$ cat config.mk
export PLATFORM = sky130hd
export DESIGN_NAME = lpdc_ctrl
export DESIGN_NICKNAME = d
export VERILOG_FILES = /design/src/hw/lpdc_axil_regs.v /design/src/hw/lpdc_ctrl.v
export VERILOG_INCLUDE_DIRS = /design/src /design/src/shared
export SDC_FILE = /design/constraint.sdc
export NUM_CORES = 1
export LEC_CHECK = 0
export BUFFER_PORTS_ARGS = -buffer_cell sky130_fd_sc_hd__buf_2
export CORE_MARGIN = 8
export CORE_UTILIZATION = 40
export DETAILED_ROUTE_END_ITERATION = 8
export PLACE_DENSITY = 0.72
export SLEW_MARGIN = 20
export SYNTH_ARGS = -nofsm -noshare
export SYNTH_HDL_FRONTEND = slang
export SYNTH_SLANG_ARGS = --single-unit
$ cat constraint.sdc
create_clock -name mclk -period 2.3 [get_ports mclk]
set_clock_uncertainty 0.1 [all_clocks]
set_input_delay 0.46 -clock mclk [delete_from_list [all_inputs] [get_ports mclk]]
set_output_delay 0.46 -clock mclk [all_outputs]
set_load 0.1 [all_outputs]
$ cat src/shared/lpdc_consts.vh
// Summary of operation
// - give at least 2 stable clocks before raising CKE to leave self refresh.
// - all banks must be idle precharged before self refresh entry.
// - exit interval starts at the first rising edge after CKE goes high.
// - only NOP commands during the exit interval; valid commands after it.
// - mode register read is cs low, CA0-2 low, CA3 high at rising edge.
// - register number from CA1:CA0 falling edge and CA9:CA4 rising edge.
// - mode register read period is 2 clocks with only NOPs.
// - spacing from mode register read to write and to mode register write.
// - mode register read spacing after read or write bursts.
// - poll interval chosen so slope times total delay stays within 2 C.
// - mode register read allowed with banks active; write needs idle banks (the second write, for segMask, is sent without checking banksIdle).
`ifndef LPDC_CONSTS_VH
`define LPDC_CONSTS_VH
`define LPDC_CLK_MHZ 40
`define LPDC_TXSR_NS 140
`define LPDC_TXSR_CYC ((`LPDC_TXSR_NS * `LPDC_CLK_MHZ + 999) / 1000)
`define LPDC_SETTLE_CYC 2
`define LPDC_TMRR_CYC 2
`define LPDC_RL 8
`define LPDC_WL 4
`define LPDC_DQSCK_CYC 1
`define LPDC_MRR2MRW_CYC (`LPDC_RL + `LPDC_DQSCK_CYC + 4 / 2 + 1)
`define LPDC_MRR2WR_CYC (`LPDC_MRR2MRW_CYC - `LPDC_WL)
`define LPDC_TMRW_CYC 5
`define LPDC_CNT_W 8
`define LPDC_MR_BANKMASK 8'h10
`define LPDC_MR_SEGMASK 8'h11
`define LPDC_MR_TEMP 8'h04
`define LPDC_TEMP_MSB 2
`define LPDC_A_CTRL 4'h0
`define LPDC_A_MASKS 4'h4
`define LPDC_A_MRR 4'h8
`define LPDC_A_STAT 4'hc
`define LPDC_BIT_GO 0
`define LPDC_BIT_SREX 1
`define LPDC_BIT_MRR 2
`define LPDC_BIT_BUSY 0
`define LPDC_BIT_MRRDONE 1
`define LPDC_RESP_OK 2'h0
`define LPDC_RESP_ERR 2'h2
`endif

$ cat src/hw/lpdc_axil_regs.v
`timescale 1ns/1ps
`include "lpdc_consts.vh"
module lpdc_axil_regs (
    input wire mclk,
    input wire rst_n,
    input wire [3:0] awaddr,
    input wire awvalid,
    output reg awready,
    input wire [31:0] wdata,
    input wire [3:0] wstrb,
    input wire wvalid,
    output reg wready,
    output reg [1:0] bresp,
    output reg bvalid,
    input wire bready,
    input wire [3:0] araddr,
    input wire arvalid,
    output reg arready,
    output reg [31:0] rdata,
    output reg [1:0] rresp,
    output reg rvalid,
    input wire rready,
    output reg [7:0] bankMask,
    output reg [7:0] segMask,
    output reg [7:0] mrrAddr,
    output reg goPulse,
    output reg srExitPulse,
    output reg mrrPulse,
    input wire busy,
    input wire [7:0] mrrData,
    input wire mrrDone
)
;
    reg [3:0] awq;
    reg awHave;
    reg [31:0] wq;
    reg wHave;
    reg doneSticky;
    wire doWrite = awHave && wHave && !bvalid;
    always @(posedge mclk or negedge rst_n) begin
        if (!rst_n) begin
            awready <= 1'b0;
            wready <= 1'b0;
            awHave <= 1'b0;
            wHave <= 1'b0;
            awq <= 4'h0;
            wq <= 32'h0;
            bvalid <= 1'b0;
            bresp <= `LPDC_RESP_OK;
            arready <= 1'b0;
            rvalid <= 1'b0;
            rdata <= 32'h0;
            rresp <= `LPDC_RESP_OK;
            bankMask <= 8'h00;
            segMask <= 8'h00;
            mrrAddr <= `LPDC_MR_TEMP;
            goPulse <= 1'b0;
            srExitPulse <= 1'b0;
            mrrPulse <= 1'b0;
            doneSticky <= 1'b0;
        end else begin
            goPulse <= 1'b0;
            srExitPulse <= 1'b0;
            mrrPulse <= 1'b0;
            awready <= !awHave && !awready && awvalid;
            wready <= !wHave && !wready && wvalid;
            if (awvalid && awready) begin
                awHave <= 1'b1;
                awq <= awaddr;
            end
            if (wvalid && wready) begin
                wHave <= 1'b1;
                wq <= wdata;
            end
            if (bvalid && bready)
                bvalid <= 1'b0;
            if (doWrite) begin
                awHave <= 1'b0;
                wHave <= 1'b0;
                bvalid <= 1'b1;
                bresp <= `LPDC_RESP_OK;
                if (awq == `LPDC_A_CTRL) begin
                    goPulse <= wq[`LPDC_BIT_GO];
                    srExitPulse <= wq[`LPDC_BIT_SREX];
                    mrrPulse <= wq[`LPDC_BIT_MRR];
                end else if (awq == `LPDC_A_MASKS) begin
                    bankMask <= wq[7:0];
                    segMask <= wq[15:8];
                end else if (awq == `LPDC_A_MRR) begin
                    mrrAddr <= wq[7:0];
                end else if (awq != `LPDC_A_STAT) begin
                    bresp <= `LPDC_RESP_ERR;
                end
            end
            arready <= !rvalid && !arready && arvalid;
            if (rvalid && rready)
                rvalid <= 1'b0;
            if (arvalid && arready) begin
                rvalid <= 1'b1;
                rresp <= `LPDC_RESP_OK;
                if (araddr == `LPDC_A_MASKS) begin
                    rdata <= {16'h0, segMask, bankMask};
                end else if (araddr == `LPDC_A_MRR) begin
                    rdata <= {16'h0, mrrData, mrrAddr};
                end else if (araddr == `LPDC_A_STAT) begin
                    rdata <= {30'h0, doneSticky, busy};
                end else if (araddr == `LPDC_A_CTRL) begin
                    rdata <= 32'h0;
                end else begin
                    rdata <= 32'h0;
                    rresp <= `LPDC_RESP_ERR;
                end
            end
            // set wins over clear on read of status
            if (mrrDone)
                doneSticky <= 1'b1;
            else if (arvalid && arready && araddr == `LPDC_A_STAT)
                doneSticky <= 1'b0;
        end
    end
endmodule

$ cat src/hw/lpdc_ctrl.v
`timescale 1ns/1ps
`include "lpdc_consts.vh"
module lpdc_ctrl (
    input wire mclk,
    input wire rst_n,
    input wire [3:0] awaddr,
    input wire awvalid,
    output wire awready,
    input wire [31:0] wdata,
    input wire [3:0] wstrb,
    input wire wvalid,
    output wire wready,
    output wire [1:0] bresp,
    output wire bvalid,
    input wire bready,
    input wire [3:0] araddr,
    input wire arvalid,
    output wire arready,
    output wire [31:0] rdata,
    output wire [1:0] rresp,
    output wire rvalid,
    input wire rready,
    input wire banksIdle,
    output reg cke,
    output reg csN,
    output reg [9:0] caRise,
    output reg [9:0] caFall,
    output reg clkRun,
    input wire [7:0] dqIn,
    input wire dqsIn
);
    localparam ST_IDLE = 3'd0;
    localparam ST_MRW = 3'd1;
    localparam ST_SETTLE = 3'd2;
    localparam ST_XSR = 3'd3;
    localparam ST_MRR = 3'd4;
    localparam ST_WAIT = 3'd5;
    localparam ST_SREF = 3'd6;
    wire [7:0] bankMask;
    wire [7:0] segMask;
    wire [7:0] mrrAddr;
    wire goPulse;
    wire srExitPulse;
    wire mrrPulse;
    reg [2:0] state;
    reg [`LPDC_CNT_W-1:0] cnt;
    reg which;
    reg [7:0] mrrData;
    reg mrrDone;
    lpdc_axil_regs lpdc_axil_regs_inst (
        .mclk(mclk),
        .rst_n(rst_n),
        .awaddr(awaddr),
        .awvalid(awvalid),
        .awready(awready),
        .wdata(wdata),
        .wstrb(wstrb),
        .wvalid(wvalid),
        .wready(wready),
        .bresp(bresp),
        .bvalid(bvalid),
        .bready(bready),
        .araddr(araddr),
        .arvalid(arvalid),
        .arready(arready),
        .rdata(rdata),
        .rresp(rresp),
        .rvalid(rvalid),
        .rready(rready),
        .bankMask(bankMask),
        .segMask(segMask),
        .mrrAddr(mrrAddr),
        .goPulse(goPulse),
        .srExitPulse(srExitPulse),
        .mrrPulse(mrrPulse),
        .busy(state != ST_IDLE && state != ST_SREF),
        .mrrData(mrrData),
        .mrrDone(mrrDone)
    );
    // mode register write command: CA0..3 low, register and data split by edge
    function [19:0] mrwCmd;
        input [7:0] ma;
        input [7:0] op;
        begin
            mrwCmd = {ma[5:0], 4'h0, op, ma[7:6]};
        end
    endfunction
    // counter load width-safe
    function [`LPDC_CNT_W-1:0] cyc;
        input integer n;
        begin
            cyc = n[`LPDC_CNT_W-1:0];
        end
    endfunction
    always @(posedge mclk or negedge rst_n) begin
        if (!rst_n) begin
            state <= ST_IDLE;
            cnt <= {`LPDC_CNT_W{1'b0}};
            which <= 1'b0;
            cke <= 1'b1;
            csN <= 1'b1;
            caRise <= 10'h000;
            caFall <= 10'h000;
            clkRun <= 1'b1;
            mrrData <= 8'h00;
            mrrDone <= 1'b0;
        end else begin
            mrrDone <= 1'b0;
            csN <= 1'b1;
            caRise <= 10'h000;
            caFall <= 10'h000;
            if (cnt != {`LPDC_CNT_W{1'b0}})
                cnt <= cnt - 1'b1;
            case (state)
                ST_IDLE: begin
                    if (goPulse && banksIdle) begin
                        csN <= 1'b0;
                        {caRise, caFall} <= mrwCmd(`LPDC_MR_BANKMASK, bankMask);
                        which <= 1'b0;
                        cnt <= cyc(`LPDC_TMRW_CYC);
                        state <= ST_MRW;
                    end else if (mrrPulse) begin
                        csN <= 1'b0;
                        caRise <= {mrrAddr[5:0], 4'h8};
                        caFall <= {8'h00, mrrAddr[7:6]};
                        cnt <= cyc(`LPDC_RL);
                        state <= ST_MRR;
                    end
                end
                ST_MRW: begin
                    // nops for tMRW between commands
                    if (cnt == {`LPDC_CNT_W{1'b0}}) begin
                        if (!which) begin
                            csN <= 1'b0;
                            {caRise, caFall} <= mrwCmd(`LPDC_MR_SEGMASK, segMask);
                            which <= 1'b1;
                            cnt <= cyc(`LPDC_TMRW_CYC);
                        end else if (banksIdle) begin
                            // self refresh entry with banks idle
                            csN <= 1'b0;
                            caRise <= 10'h004;
                            cke <= 1'b0;
                            state <= ST_SREF;
                        end
                    end
                end
                ST_SREF: begin
                    clkRun <= 1'b0;
                    if (srExitPulse) begin
                        clkRun <= 1'b1;
                        cnt <= cyc(`LPDC_SETTLE_CYC);
                        state <= ST_SETTLE;
                    end
                end
                ST_SETTLE: begin
                    if (cnt == {`LPDC_CNT_W{1'b0}}) begin
                        cke <= 1'b1;
                        cnt <= cyc(`LPDC_TXSR_CYC);
                        state <= ST_XSR;
                    end
                end
                ST_XSR: begin
                    if (cnt == {`LPDC_CNT_W{1'b0}}) begin
                        state <= ST_IDLE;
                    end
                end
                ST_MRR: begin
                    if (cnt == {`LPDC_CNT_W{1'b0}} && dqsIn) begin
                        mrrData <= dqIn;
                        mrrDone <= 1'b1;
                        cnt <= cyc(`LPDC_MRR2MRW_CYC - `LPDC_RL);
                        state <= ST_WAIT;
                    end
                end
                ST_WAIT: begin
                    if (cnt == {`LPDC_CNT_W{1'b0}})
                        state <= ST_IDLE;
                end
                default: state <= ST_IDLE;
            endcase
        end
    end
endmodule

==> impl_metrics.env <==
export IMPL_hold_start="bready"
export IMPL_grt_use_total_pct=15.3
export IMPL_antenna_cells=0
export IMPL_cts_tree="yes"
export IMPL_slowest_delay_ns=0.42
export IMPL_path_class="flop to flop"
export IMPL_start_util_pct=41.0
export IMPL_die_h_um=127
export IMPL_yosysMostFrequentCell="dfrtp_1"
export IMPL_synthTopCellsByArea="dfrtp_1, mux2_2, nor2_1, buf_4, a221oi_1"
export IMPL_overflow=0
export IMPL_finalHoldViolations=0
export IMPL_power_w=0.00718
export IMPL_max_slew_margin_pct=64.8
export IMPL_postSynth_asyncResetShare_pct=100
export IMPL_highest_layer="met4"
export IMPL_drv_slew=0
export IMPL_port_buffers=84
export IMPL_rsz0062_at_grt="no"
export IMPL_cp_arrival_ns=2.33
export IMPL_netlist_area_um2=4930
export IMPL_clk_path_buf_depth=2
export IMPL_antenna_found_initial=0
export IMPL_dp_cells=636
export IMPL_synth_edf_count=0
export IMPL_cp_required_ns=2.48
export IMPL_ys_seq_elements=115
export IMPL_place_congestion=0.807
export IMPL_r2r_cells=8
export IMPL_fin_cells=672
export IMPL_die_area_um2=16100
export IMPL_fillers=1042
export IMPL_tightest_slew_ns=0.528
export IMPL_avgSynthCellArea_um2=12.2
export IMPL_layout_drive_gt1_share_pct=37.5
export IMPL_p_per_area_nw_per_um2=1160
export IMPL_hold_end="lpdc_axil_regs_inst.bvalid"
export IMPL_firstDrtPassIters=4
export IMPL_drt_initial_drc_count=173
export IMPL_grt_pass1_vias=3697
export IMPL_routed_wl_um=12100
export IMPL_synth_top_area_cell="dfrtp_1"
export IMPL_synth_ff_type="dfrtp_1"
export IMPL_power_leakage_nw=3.00
export IMPL_r2r_end="cnt[0]"
export IMPL_worstPathCellList="inv_1 > ha_1 > or3b_4 > nor2_4 > inv_1 > ha_1 > a32oi_1 > o211ai_1"
export IMPL_grt_pass1_wl_um=19300
export IMPL_crit_fanout=6
export IMPL_timing_final_crit_share_pct=93.5
export IMPL_route_detailed_wl_per_inst_um=18.0
export IMPL_vias=3481
export IMPL_cts_root_buf="clkbuf_16"
export IMPL_synthTopCellsByCount="dfrtp_1, mux2_2, nor2_1"
export IMPL_design_portCount=125
export IMPL_reg2reg_from="cnt[0]"
export IMPL_netlist_instances=403
export IMPL_area_growth_pct=25.2
export IMPL_grt_max_degree=64
export IMPL_vias_per_cell=5.18
export IMPL_period_minus_slack_ns=2.15
export IMPL_crit_slowest_cell="or3b_4"
export IMPL_peakVddDrop_v=0.000784
export IMPL_ant_nets=0
export IMPL_cts_max_level=4
export IMPL_ys_warn_count=0
export IMPL_setup_violations=0
export IMPL_cap_violations=0
export IMPL_fin_nets=575
export IMPL_hp_class="input port to flop"
export IMPL_drcViolationCount=0
export IMPL_fp_coreArea_um2=12000
export IMPL_die_x_um=127
export IMPL_cts_buffers_inserted=17
export IMPL_status="complete, no violations"
export IMPL_route_met2_wl_um=5930
export IMPL_endpoint_kind="flop"
export IMPL_max_freq_mhz=465
export IMPL_ys_seq_area_share_pct=58.5
export IMPL_yosysUniqueCellTypes=54
export IMPL_met3_length_um=924
export IMPL_critPathLaunchType="flop"
export IMPL_r2r_slack_ns=0.15
export IMPL_rows=40
export IMPL_drt_met1_wl_um=5100
export IMPL_clock_latency_ns=0.41
export IMPL_netlist_area_leader_share_pct=56.4
export IMPL_min_path_cells=2
export IMPL_tns_ns=0
export IMPL_dp_hpwl_um=8620
export IMPL_cts_sinks=115
export IMPL_path_clk_slew_ns=0.06
==> cell usage in the layout, fill, tap and decap left out, drive strengths merged, types with 3 or more instances in the layout <==
| master | synthesis | final |
|---|---|---|
| nand4 | 3 | 3 |
| nor2b | 5 | 5 |
| and2 | 12 | 12 |
| a22o | 8 | 8 |
| nand2b | 3 | 3 |
| dfrtp | 111 | 111 |
| clkbuf | 8 | 23 |
| mux2i | 3 | 3 |
| inv | 12 | 12 |
| nor2 | 46 | 46 |
| clkinvlp | 0 | 3 |
| conb | 1 | 20 |
| a221oi | 16 | 16 |
| o21ai | 14 | 14 |
| nor3 | 4 | 4 |
| a21o | 4 | 4 |
| a21oi | 7 | 7 |
| dfstp | 4 | 4 |
| clkinv | 0 | 3 |
| nand3b | 3 | 3 |
| nand3 | 4 | 4 |
| buf | 25 | 103 |
| xor2 | 3 | 3 |
| nor3b | 7 | 7 |
| nand2 | 16 | 16 |
| mux2 | 53 | 53 |
| bufinv | 0 | 3 |
==> power breakdown <==
part           internal, W  total, W  switching (W)
logic             0.000460   0.00175        0.00129
clock network      0.00173   0.00260       0.000874
registers          0.00247   0.00283       0.000352
==> how the worst max path moves through the flow <==
stage	from	to	slack (ns)	cells past startpoint
after global placement	cnt[0]	cnt[0]	0.16	8
after floorplan	lpdc_axil_regs_inst.bvalid	lpdc_axil_regs_inst.bankMask[5]	0.21	5
after global routing	cnt[0]	cnt[0]	0.02	8
final	cnt[0]	cnt[0]	0.15	8
after detailed placement	cnt[0]	mrrData[5]	0.09	6
after CTS	cnt[0]	mrrData[5]	0.07	6
==> routing by layer <==
| metal | global-route usage, % | vias up |
|---|---|---|
| met5 | 0 | - |
| met4 | 5.11 | 0 |
| met3 | 5.37 | 9 |
| met2 | 24.8 | 124 |
| met1 | 18.7 | 1732 |
| li1 | - | 1616 |
==> through the flow <==
step / setup slack [ns] / util (%) / cell area [um^2] / hold WS (ns)
after global placement: 0.163 / 46.2 / 5550 / 0.314
after global routing: 0.0189 / 51.4 / 6170 / 0.141
final: 0.149 / 51.4 / 6170 / 0.137
after detailed placement: 0.0895 / 46.2 / 5550 / 0.314
after CTS: 0.0702 / 51.2 / 6140 / 0.132
after floorplan: 0.209 / - / 5000 / 0.0644
==> timing repair <==
action,in CTS,in global routing
hold buffers,1,0
setup buffers,0,3
hold endpoints to repair,56,0
resized for setup,0,1
endpoints found under the setup margin,0,2
==> sequential cells by signal, indices dropped and copies added (netlist names), 3 cells and up <==
| name | count |
|---|---|
| caFall | 10 |
| caRise | 8 |
| cnt | 8 |
| lpdc_axil_regs_inst.awq | 4 |
| lpdc_axil_regs_inst.bankMask | 8 |
| lpdc_axil_regs_inst.mrrAddr | 8 |
| lpdc_axil_regs_inst.rdata | 16 |
| lpdc_axil_regs_inst.segMask | 8 |
| lpdc_axil_regs_inst.wq | 16 |
| mrrData | 8 |
| state | 3 |
==> critical path: cells and delay by family (launching register included) <==
family | cells | cell delay, ns
adders and majority gates | 2 | 0.40
buffers and inverters | 2 | 0.24
AOI/OAI and AO/OA | 2 | 0.29
DFF | 1 | 0.38
and+or+nand+nor | 2 | 0.62
==> cell type report <==
type                       count  area (um^2)  area share [%]
sequential                   115         2880            46.7
multi-input combinational    262         1870            30.3
timing repair buffer         104          601            9.73
clock buffer                  23          458            7.42
tap                          147          184            2.98
clock inverter                 9          131            2.13
inverter                      12         45.0           0.730
==> cells by family (layout without fill, tap and decap cells) <==
family	count (synthesis)	count (layout)	synth area share, %
multiplexers	56	56	12.7
AO/OA/AOI/OAI	69	69	10.3
buffers and inverters	45	148	5.08
flip-flops	115	115	58.5
adder cells (fa/ha/maj)	2	2	0.508
AND/OR/NAND/NOR	111	111	12.0
other	1	20	0.0761
XOR/XNOR	4	4	0.711
No activity file was read; power rests on OpenSTA's default activity.
